### src/el_panel_pkg.sv
// Constants shared by the panel driver control block and its pattern unit.
// Assumes one 200 MHz clock and a plain strobe-driven register port.
//
// Summary of operation
// - Software sets the backup high-drive flag before lighting the panel.
// - Configuration word must be loaded before lighting; last written wins.
// - Flag-set with operand bit 2 lights panel; both pins start driving.
// - Flag-reset with operand bit 2 clears light; both pins stop driving.
// - Panel pin roles exist only when the build option selects them.
// - Bits 8..6 pick pump clock: tap zero, clock, /2, /4, /8.
// - Bits 5..4 pick pump duty: 3/4, 2/3, 1/2 or full time.
// - Bits 3..2 pick discharge rate: tap 8, 7, 6 or 5.
// - Bits 1..0 pick discharge duty: 1/4, 1/3, 1/2 or every slot.
package el_panel_pkg;
  localparam int ADDR_W = 4;
  localparam int DATA_W = 16;
  localparam int CFG_W  = 9;
  localparam int PRE_W  = 9;

  localparam logic [ADDR_W-1:0] ADDR_FLAG_SET   = 4'h0;
  localparam logic [ADDR_W-1:0] ADDR_FLAG_RESET = 4'h4;
  localparam logic [ADDR_W-1:0] ADDR_CONFIG     = 4'h8;
  localparam logic [ADDR_W-1:0] ADDR_STATUS     = 4'hC;

  localparam int BIT_BACKUP = 1;
  localparam int BIT_LIGHT  = 2;
  localparam int BIT_OPTION = 3;

  localparam int PUMP_SEL_HI = 8;
  localparam int PUMP_SEL_LO = 6;
  localparam int PUMP_DUTY_HI = 5;
  localparam int PUMP_DUTY_LO = 4;
  localparam int DIS_RATE_HI = 3;
  localparam int DIS_RATE_LO = 2;
  localparam int DIS_DUTY_HI = 1;
  localparam int DIS_DUTY_LO = 0;

  localparam logic [2:0] PUMP_TAP0 = 3'h0;
  localparam logic [2:0] PUMP_CLK  = 3'h4;
  localparam logic [2:0] PUMP_DIV2 = 3'h5;
  localparam logic [2:0] PUMP_DIV4 = 3'h6;
  localparam logic [2:0] PUMP_DIV8 = 3'h7;

  localparam int TAP_DIV2 = 0;
  localparam int TAP_DIV4 = 1;
  localparam int TAP_DIV8 = 2;
  localparam int TAP_ZERO = 0;
  localparam int TAP_FIVE = 5;
  localparam int TAP_SIX = 6;
  localparam int TAP_SEVEN = 7;
  localparam int TAP_EIGHT = 8;

  localparam logic [1:0] DUTY_SEL0 = 2'h0;
  localparam logic [1:0] DUTY_SEL1 = 2'h1;
  localparam logic [1:0] DUTY_SEL2 = 2'h2;
  localparam logic [1:0] DUTY_SEL3 = 2'h3;

  // Period length and lit slots, in slots of one clock-pulse each.
  localparam logic [2:0] LEN_4 = 3'h4;
  localparam logic [2:0] LEN_3 = 3'h3;
  localparam logic [2:0] LEN_2 = 3'h2;
  localparam logic [2:0] LEN_1 = 3'h1;

  localparam logic [CFG_W-1:0] CONFIG_RESET = 9'h000;
endpackage

### src/el_duty_pattern.sv
// Gated pulse pattern generator for one panel output pin.
// Assumes rate_tick is a one-cycle pulse on the same clock.
`timescale 1ns/1ps
module el_duty_pattern (
  input  wire logic       clk,
  input  wire logic       nrst,
  input  wire logic       run,
  input  wire logic       rate_tick,
  input  wire logic [2:0] len,
  input  wire logic [2:0] lit,
  output logic            wave
);
  import el_panel_pkg::*;

  logic       phase_reg, phase_next;
  logic [2:0] slot_reg, slot_next;
  logic [2:0] len_reg, len_next;
  logic [2:0] lit_reg, lit_next;
  logic       wave_reg, wave_next;

  always_comb begin
    phase_next = phase_reg;
    slot_next  = slot_reg;
    len_next   = len_reg;
    lit_next   = lit_reg;
    if (!run) begin
      phase_next = 1'b0;
      slot_next  = 3'h0;
      len_next   = len;
      lit_next   = lit;
    end else if (rate_tick) begin
      phase_next = ~phase_reg;
      if (phase_reg) begin
        if (slot_reg + 3'h1 >= len_reg) begin
          slot_next = 3'h0;
          len_next  = len;
          lit_next  = lit;
        end else begin
          slot_next = slot_reg + 3'h1;
        end
      end
    end
    wave_next = run & phase_next & (slot_next < lit_next);
  end

  always_ff @(posedge clk or negedge nrst) begin
    if (!nrst) begin
      phase_reg <= 1'b0;
      slot_reg  <= 3'h0;
      len_reg   <= LEN_4;
      lit_reg   <= LEN_1;
      wave_reg  <= 1'b0;
    end else begin
      phase_reg <= phase_next;
      slot_reg  <= slot_next;
      len_reg   <= len_next;
      lit_reg   <= lit_next;
      wave_reg  <= wave_next;
    end
  end

  assign wave = wave_reg;
endmodule // el_duty_pattern

### src/el_panel_driver_control.sv
// Panel driver control: flag operations, configuration and both pin waves.
// Assumes a strobe register port on clk; shared pin inputs come from logic
// on the same clock.
`timescale 1ns/1ps
module el_panel_driver_control #(
  parameter bit PANEL_PIN_OPTION = 1'b1
) (
  input  wire logic                            clk,
  input  wire logic                            nrst,
  input  wire logic [el_panel_pkg::ADDR_W-1:0] addr,
  input  wire logic [el_panel_pkg::DATA_W-1:0] wdata,
  input  wire logic                            wr,
  input  wire logic                            rd,
  output logic      [el_panel_pkg::DATA_W-1:0] rdata,
  input  wire logic                            shared_pump_in,
  input  wire logic                            shared_discharge_in,
  output logic                                 panel_pump_output,
  output logic                                 panel_discharge_output,
  output logic                                 backup_high_drive_flag,
  output logic                                 light_on
);
  import el_panel_pkg::*;

  logic [CFG_W-1:0]  config_reg, config_next;
  logic              light_reg, light_next;
  logic              backup_reg, backup_next;
  logic [DATA_W-1:0] rdata_reg, rdata_next;
  logic [PRE_W-1:0]  pre_reg, pre_next;
  logic              pump_reg, pump_next;
  logic              dis_reg, dis_next;

  logic              pump_tick, dis_tick;
  logic [2:0]        pump_len, pump_lit, dis_len, dis_lit;
  logic              pump_wave, dis_wave;

  // Flag, configuration and read path. A flag write either only sets or
  // only clears, so a set and a clear of one flag never meet in a cycle.
  always_comb begin
    config_next = config_reg;
    light_next  = light_reg;
    backup_next = backup_reg;
    rdata_next  = '0;
    if (wr) begin
      case (addr)
        ADDR_FLAG_SET: begin
          if (wdata[BIT_LIGHT]) begin
            light_next = 1'b1;
          end
          if (wdata[BIT_BACKUP]) begin
            backup_next = 1'b1;
          end
        end
        ADDR_FLAG_RESET: begin
          if (wdata[BIT_LIGHT]) begin
            light_next = 1'b0;
          end
          // Backup drive clear.
          if (wdata[BIT_BACKUP]) begin
            backup_next = 1'b0;
          end
        end
        ADDR_CONFIG: begin
          config_next = wdata[CFG_W-1:0];
        end
        default: ;
      endcase
    end
    // Read data are registered, so they stand only in the cycle after rd.
    if (rd) begin
      case (addr)
        ADDR_CONFIG: begin
          rdata_next[CFG_W-1:0] = config_reg;
        end
        ADDR_STATUS: begin
          rdata_next[BIT_LIGHT]  = light_reg;
          rdata_next[BIT_BACKUP] = backup_reg;
          rdata_next[BIT_OPTION] = PANEL_PIN_OPTION;
        end
        default: rdata_next = '0;
      endcase
    end
  end

  // Free-running prescaler; each tap ticks once per its own period.
  // Its width covers the slowest discharge tap.
  always_comb begin
    pre_next = pre_reg + 1'b1;
  end

  // A new rate reaches the tick at once; the slot counts of the pattern
  // units wait for the period boundary. Codes 001 to 011 act as tap zero.
  // Pump clock selection.
  always_comb begin
    case (config_reg[PUMP_SEL_HI:PUMP_SEL_LO])
      PUMP_CLK:  pump_tick = 1'b1;
      PUMP_DIV2: pump_tick = &pre_reg[TAP_DIV2:0];
      PUMP_DIV4: pump_tick = &pre_reg[TAP_DIV4:0];
      PUMP_DIV8: pump_tick = &pre_reg[TAP_DIV8:0];
      default:   pump_tick = &pre_reg[TAP_ZERO:0];
    endcase
  end

  always_comb begin
    case (config_reg[DIS_RATE_HI:DIS_RATE_LO])
      DUTY_SEL0: dis_tick = &pre_reg[TAP_EIGHT:0];
      DUTY_SEL1: dis_tick = &pre_reg[TAP_SEVEN:0];
      DUTY_SEL2: dis_tick = &pre_reg[TAP_SIX:0];
      default:   dis_tick = &pre_reg[TAP_FIVE:0];
    endcase
  end

  // Full time is a period of one slot, so every slot carries a pulse.
  // Pump duty pattern.
  always_comb begin
    case (config_reg[PUMP_DUTY_HI:PUMP_DUTY_LO])
      DUTY_SEL0: begin
        pump_len = LEN_4;
        pump_lit = LEN_3;
      end
      DUTY_SEL1: begin
        pump_len = LEN_3;
        pump_lit = LEN_2;
      end
      DUTY_SEL2: begin
        pump_len = LEN_2;
        pump_lit = LEN_1;
      end
      default: begin
        pump_len = LEN_1;
        pump_lit = LEN_1;
      end
    endcase
  end

  // Discharge always lights one slot; only the period length changes.
  // Discharge duty pattern.
  always_comb begin
    case (config_reg[DIS_DUTY_HI:DIS_DUTY_LO])
      DUTY_SEL0: begin
        dis_len = LEN_4;
        dis_lit = LEN_1;
      end
      DUTY_SEL1: begin
        dis_len = LEN_3;
        dis_lit = LEN_1;
      end
      DUTY_SEL2: begin
        dis_len = LEN_2;
        dis_lit = LEN_1;
      end
      default: begin
        dis_len = LEN_1;
        dis_lit = LEN_1;
      end
    endcase
  end

  // Both generators run from the light flag, so they start and stop together.
  el_duty_pattern pump_gen (
    .clk       (clk),
    .nrst      (nrst),
    .run       (light_reg),
    .rate_tick (pump_tick),
    .len       (pump_len),
    .lit       (pump_lit),
    .wave      (pump_wave)
  );

  el_duty_pattern dis_gen (
    .clk       (clk),
    .nrst      (nrst),
    .run       (light_reg),
    .rate_tick (dis_tick),
    .len       (dis_len),
    .lit       (dis_lit),
    .wave      (dis_wave)
  );

  // Without the option the pins carry their other roles, one flop late.
  // Pin role by option.
  always_comb begin
    if (PANEL_PIN_OPTION) begin
      pump_next = pump_wave;
      dis_next  = dis_wave;
    end else begin
      pump_next = shared_pump_in;
      dis_next  = shared_discharge_in;
    end
  end

  // One reset for all state; every output comes straight from a flop.
  always_ff @(posedge clk or negedge nrst) begin
    if (!nrst) begin
      config_reg <= CONFIG_RESET;
      light_reg  <= 1'b0;
      backup_reg <= 1'b0;
      rdata_reg  <= '0;
      pre_reg    <= '0;
      pump_reg   <= 1'b0;
      dis_reg    <= 1'b0;
    end else begin
      config_reg <= config_next;
      light_reg  <= light_next;
      backup_reg <= backup_next;
      rdata_reg  <= rdata_next;
      pre_reg    <= pre_next;
      pump_reg   <= pump_next;
      dis_reg    <= dis_next;
    end
  end

  assign rdata                  = rdata_reg;
  assign panel_pump_output      = pump_reg;
  assign panel_discharge_output = dis_reg;
  assign backup_high_drive_flag = backup_reg;
  assign light_on               = light_reg;
endmodule // el_panel_driver_control

### config.mk
export PLATFORM = sky130hd
export DESIGN_NAME = el_panel_driver_control
export DESIGN_NICKNAME = d
export VERILOG_FILES = /design/src/el_panel_pkg.sv /design/src/el_duty_pattern.sv /design/src/el_panel_driver_control.sv
export SDC_FILE = /design/constraint.sdc
export NUM_CORES = 1
export LEC_CHECK = 0
export BUFFER_PORTS_ARGS = -buffer_cell sky130_fd_sc_hd__buf_2
export CAP_MARGIN = 5
export CORE_ASPECT_RATIO = 0.7
export CORE_MARGIN = 5
export CORE_UTILIZATION = 50
export DETAILED_ROUTE_END_ITERATION = 7
export PLACE_DENSITY = 0.7
export SLEW_MARGIN = 20
export SYNTH_ARGS = -nofsm -noshare
export SYNTH_HDL_FRONTEND = slang
export SYNTH_SLANG_ARGS = --single-unit
### constraint.sdc
create_clock -name clk -period 3.1 [get_ports clk]
set_clock_uncertainty 0.05 [all_clocks]
set_input_delay 0 -clock clk [delete_from_list [all_inputs] [get_ports clk]]
set_output_delay 0 -clock clk [all_outputs]
set_load 0.01 [all_outputs]
### Word-level counts from Yosys, hierarchy flattened

Cells that the tools add are included.

| cells by class | value |
|---|---|
| add/sub/neg operators | 3 |
| $lt $le $gt $ge | 4 |
| eq/ne operators | 22 |
| multiplexer cells | 43 |
| bitwise gates (word level) | 6 |
| reductions and logical operators | 16 |

Operators by type and width:

| operator | count |
|---|---|
| two-way mux 3 bit | 24 |
| one-hot mux 3 bit (3 select lines) | 2 |
| inequality test 2 x 1 -> 1 bit, second input constant | 6 |
| adder 9 x 1 -> 9 bit, second input constant | 1 |
| equality test 3 bit, second input constant | 3 |
| two-way mux 1 bit | 9 |
| two-way mux 9 bit | 1 |
| AND reduction 3 bit | 3 |
| AND reduction 9 bit | 1 |
| equality test 4 bit, second input constant | 2 |
| inequality test 2 bit, second input constant | 4 |
| AND reduction 4 bit | 2 |
| AND reduction 8 bit | 1 |
| AND reduction 7 bit | 1 |
| adder 3 x 1 -> 3 bit, second input constant | 2 |
| equality test 2 x 1 -> 1 bit, second input constant | 3 |
| equality test 2 bit, second input constant | 3 |
| >= comparator 3 bit | 2 |
| logical NOT 2 bit | 3 |
| < comparator 3 bit | 2 |
| one-hot mux 1 bit (3 select lines) | 2 |
| one-hot mux 3 bit (2 select lines) | 1 |
| AND reduction 6 bit | 1 |
| two-way mux 5 bit | 1 |
| 8 further kinds | 14 |

| word-level totals | value |
|---|---|
| register bits after elaboration | 60 |
| input port bits | 26 |
| word-level logic and storage cells | 111 |

### Logic depth before layout (Yosys ltp)

| depth | value |
|---|---|
| depth after elaboration | 8 |
| gate-level depth with buffers | 13 |
| depth with buffers taken out | 13 |

### Modules after synthesis

A second synthesis with hierarchy kept.

| unflattened totals | value |
|---|---|
| cell total of the unflattened synthesis | 213 |
| area, all modules | 2613.8 um^2 |

Modules (own cells, without submodules):

| module | times used | cells each | area each (um^2) | sequential area each (um^2) |
|---|---|---|---|---|
| el_panel_driver_control | 1 | 117 | 1412.6 | 775.7 |
| el_duty_pattern | 2 | 48 | 600.6 | 277.8 |

### Worst setup path after synthesis

OpenSTA, ideal clock, no wires.

| timing path | value |
|---|---|
| kind | flip-flop to flip-flop |
| start point | reg pre_reg[0] |
| end point | reg dis_gen.wave_reg (netlist: dis_gen.wave) |
| arrival time | 2.571 ns |
| required time | 2.949 ns |
| setup slack | 0.378 ns |
| cell stages (with the launch flop) | 14 |
| path through | dfrtp_1 ha_1 nand3_1 nor2_1 and3_1 ha_1 and2_1 o21ai_1 o21a_1 nand2_1 ha_1 o311ai_0 nor3_1 nor4_1 |

| on the way | value |
|---|---|
| word-level cells in the longest chain between the ends | 6 |
| elaborated cells between the ends (all ways) | 14 |
| those cells by class | 1 x order compare; 7 x mux; 2 x bitwise; 4 x reduce/logical |

Ends and longest elaborated chain:

| element | RTL line | RTL |
|---|---|---|
| from (decl) | el_panel_driver_control.sv:28 | `logic [PRE_W-1:0] pre_reg, pre_next;` |
| from (signal assigned) | el_panel_driver_control.sv:206 | `pre_reg <= pre_next;` |
| AND reduction 9 bit (tied with other cells) | el_panel_driver_control.sv:105 | `DUTY_SEL0: dis_tick = &pre_reg[TAP_EIGHT:0];` |
| one-hot mux 1 bit (3 select lines) (*) | el_panel_driver_control.sv:104 | `case (config_reg[DIS_RATE_HI:DIS_RATE_LO])` |
| two-way mux 3 bit or two-way mux 1 bit (tied branches) | el_duty_pattern.sv:31 | `end else if (rate_tick) begin` |
| two-way mux 3 bit or two-way mux 1 bit (tied branches) | el_duty_pattern.sv:26 | `if (!run) begin` |
| < comparator 3 bit or bitwise AND 1 bit (tied branches) | el_duty_pattern.sv:43 | `wave_next = run & phase_next & (slot_next < lit_next);` |
| bitwise AND 1 bit (*) | el_duty_pattern.sv:43 |  |
| via dis_gen.wave_next | el_duty_pattern.sv:19 | `logic wave_reg, wave_next;` |
| to (signal assigned) | el_duty_pattern.sv:58 | `wave_reg <= wave_next;` |
| to (decl) | el_duty_pattern.sv:19 |  |

The timed path passes the listed nets; every way through them passes the cells marked *.
A chain may end at the register's enable or synchronous reset.

### Worst setup path after layout

| timing path | value |
|---|---|
| start point | reg pre_reg[1] |
| end point | reg dis_gen.wave_reg (netlist: dis_gen.wave) |

| on the way | value |
|---|---|
| word-level cells in the longest chain between the ends | 6 |
| elaborated cells between the ends (all ways) | 14 |
| those cells by class | 1 x order compare; 7 x mux; 2 x bitwise; 4 x reduce/logical |

Ends and longest elaborated chain:

| element | RTL line | RTL |
|---|---|---|
| AND reduction 9 bit (tied with other cells) | el_panel_driver_control.sv:105 |  |
| one-hot mux 1 bit (3 select lines) (*) | el_panel_driver_control.sv:104 |  |
| two-way mux 3 bit (*) | el_duty_pattern.sv:31 |  |
| two-way mux 3 bit (*) | el_duty_pattern.sv:26 |  |
| via dis_gen.slot_next[2] | el_duty_pattern.sv:16 | `logic [2:0] slot_reg, slot_next;` |
| < comparator 3 bit (*) | el_duty_pattern.sv:43 |  |
| bitwise AND 1 bit (*) | el_duty_pattern.sv:43 |  |
| via dis_gen.wave_next | el_duty_pattern.sv:19 |  |

Marked as above.

==> flow_metrics.tcl <==
set metrics [dict create \
    synth-seq-area-share_pct 51.1 \
    seqPwrFrac_pct 47.0 \
    cp-endpoint "dis_gen.wave" \
    dpl.hpwl_mm 3.58 \
    clockBufferDepth 2 \
    dr_total_vias 1814 \
    rows 22 \
    htreeDepth 2 \
    nFillCells 424 \
    slew_viol_final 0 \
    final_cells 363 \
    ant_nets 0 \
    die_h_um 70.4 \
    drc 0 \
    dp_slack_ns 0.241 \
    cp.required_ns 3.24 \
    multi_input_area_um2 1180 \
    core_um2 5150 \
    postCtsSetupBuffers 0 \
    fin_nets 338 \
    rr_endpoint "dis_gen.wave" \
    pwr-share-clk_pct 25.6 \
    start_util_pct 50.7 \
    power_frac_comb_pct 27.4 \
    avgSynthCellArea_um2 10.9 \
    die-area_um2 6780 \
    rsz0062_at_grt "no" \
    cts_buffers 5 \
    holdCritPathClass "primary input to register" \
    max_freq_ghz 0.351 \
    drt-met1-wl_mm 2.56 \
    cp_max_fo 6 \
    cp.arrival_ns 2.99 \
    area_growth_pct 18.3 \
    status "finished, final reports clean" \
    yosys_warnings 0 \
    track_usage_pct 16.8 \
    layout-drive-gt1-share_pct 21.6 \
    fin_util_pct 59.9 \
    critPathKind "register to register" \
    grt_max_degree 41 \
    dp.cells 344 \
    final_common_cell "dfrtp_1" \
    synth_top_area_share_pct 47.0 \
    maxSlewHeadroom_pct 41.6 \
    clock_latency_ns 0.30 \
    syn_area_um2 2610 \
    p_sw_mw 0.588 \
    synth_seq_cells 53 \
    drv_cap 0 \
    clock_sinks 53 \
    netlist_top_cells_area "dfrtp_1, ha_1, mux2_2" \
    finalWirelength_mm 5.04 \
    period_minus_slack_ns 2.85 \
    p_int_mw 1.31 \
    dpl_cell_area_um2 2850 \
    grt_pass1_wl_mm 8.83 \
    via_per_inst 5.00 \
    clkTransAtPathRegs_ns 0.09 \
    rr_worst_depth 14 \
    fin_setup_tns_ns 0 \
    wire_per_inst_um 13.9 \
    gp_congestion 0.876 \
    synth_edf_count 0 \
    synthDistinctLibCells 44 \
    ir_worst_vdd_uv 316 \
    pin_count 46 \
    overflow 0 \
    finalHoldViolations 0 \
    most-common-layout-cells "dfrtp_1, buf_2, ha_1" \
    cp-startpoint "pre_reg[1]" \
    top_layer_used "met4" \
    syn_inst 240 \
    ff2ff_setup_slack_ns 0.25 \
    antenna_found_initial 0 \
    worstMarginPinSlew_ns 0.876 \
    async_flop_share_pct 100 \
    regArea_um2 1330 \
    setup_viol 0 \
    fin_area_um2 3080 \
    holdWs_ns 0.0236 \
    synth_flop_cell "dfrtp_1" \
    io_buffer_count 29 \
    r2r_start "pre_reg[1]" \
    diodes 0 \
    leakage_nw 1.55 \
    worstSetupEndpointType "register" \
    power_density_nw_per_um2 616 \
    cts_root_buffer "clkbuf_8" \
    setup_slack_ns 0.250 \
    switching_share_pct 30.9 \
    dr.pass1.iters 4 \
    fin_crit_sh_pct 91.9 \
    drt_first_iter_violations 44 \
    finalPower_mw 1.90 \
    wl_met3_um 206 \
    cts_tree "built" \
    die_w_um 96.3 \
    worstSetupStartpointType "register" \
    wl_met2_mm 2.23 \
    grt_pass1_vias 1821 \
    synth_largest_area_cell "dfrtp_1" \
]
## timing repair
| action | in CTS | in global routing |
|---|---|---|
| hold buffers | 11 | 0 |
| endpoints found under the setup margin | 0 | 1 |
| hold endpoints to repair | 50 | 0 |
| gates resized for setup | 0 | 2 |
## power groups by stage
| stage | Sequential, mW | Clock, mW | Combinational [mW] |
|---|---|---|---|
| floorplan | 0.888 | 0 | 0.384 |
| global placement | 0.903 | 0 | 0.494 |
| detailed placement | 0.907 | 0 | 0.508 |
| CTS | 0.893 | 0.498 | 0.523 |
| global route | 0.911 | 0.527 | 0.612 |
| finish | 0.894 | 0.486 | 0.520 |
## worst min path at each step
stage | to | from | depth (start not counted) | slack [ns]
2_1_floorplan | backup_high_drive_flag | nrst | 0 | -0.35
3_3_place_gp | config_reg[8] | nrst | 1 | 0.12
3_5_place_dp | config_reg[8] | nrst | 1 | 0.12
4_1_cts | light_on | addr[1] | 3 | 0.03
5_1_grt | light_on | addr[0] | 3 | 0.08
6_report | light_on | addr[1] | 3 | 0.02
## per-layer routing
layer | vias up | track usage [%]
li1 | 918 | -
met1 | 857 | 26.0
met2 | 35 | 23.9
met3 | 4 | 3.01
met4 | 0 | 4.98
met5 | - | 0
## kinds of logic (layout without fill, tap and decap cells)
logic type	Yosys count	count (layout)	share of synthesized area, %
adders and majority gates	22	22	10.6
DFF	53	53	51.1
buffers and inverters	24	69	4.75
AOI/OAI and AO/OA	40	40	9.69
and+or+nand+nor	79	79	15.6
other	1	7	0.144
muxes	13	13	5.52
xor gates and xnor gates	8	8	2.69
## critical path, stage by stage, from the launching register on
cell      delay, ns
dfrtp_1        0.41
ha_1           0.22
nand3_1        0.11
nor2_1         0.08
and3_1         0.19
ha_1           0.18
and2_1         0.17
o21ai_1        0.12
buf_4          0.15
a21oi_1        0.04
o21ai_0        0.29
ha_1           0.30
o311ai_0       0.11
nor3_1         0.08
nor4_1         0.24
## cell type report
class / count / share of cell area (%)
Sequential cell: 53 / 43.2
Multi-Input combinational cell: 169 / 38.2
Timing Repair Buffer: 48 / 10.2
Tap cell: 72 / 2.92
Clock buffer: 6 / 2.68
Inverter: 13 / 1.58
Clock inverter: 2 / 1.22
## cell usage after synthesis, types with 2 or more instances
library cell / number
mux2i_1: 2
dfstp_2: 4
dfrtp_1: 49
a21boi_1: 2
nand3_1: 9
o21ai_1: 3
a21boi_0: 2
nand3b_1: 2
a21o_1: 3
xor2_1: 5
nand2_1: 21
xnor2_1: 3
nor4_1: 3
nor3_1: 7
a21oi_1: 9
mux2_2: 11
buf_4: 7
inv_1: 13
nor3b_1: 2
ha_1: 22
o21ai_0: 10
nor2_1: 16
nor2b_1: 3
clkbuf_1: 3
o21a_1: 3
and2_1: 8
No activity file was read; power rests on OpenSTA's default activity.
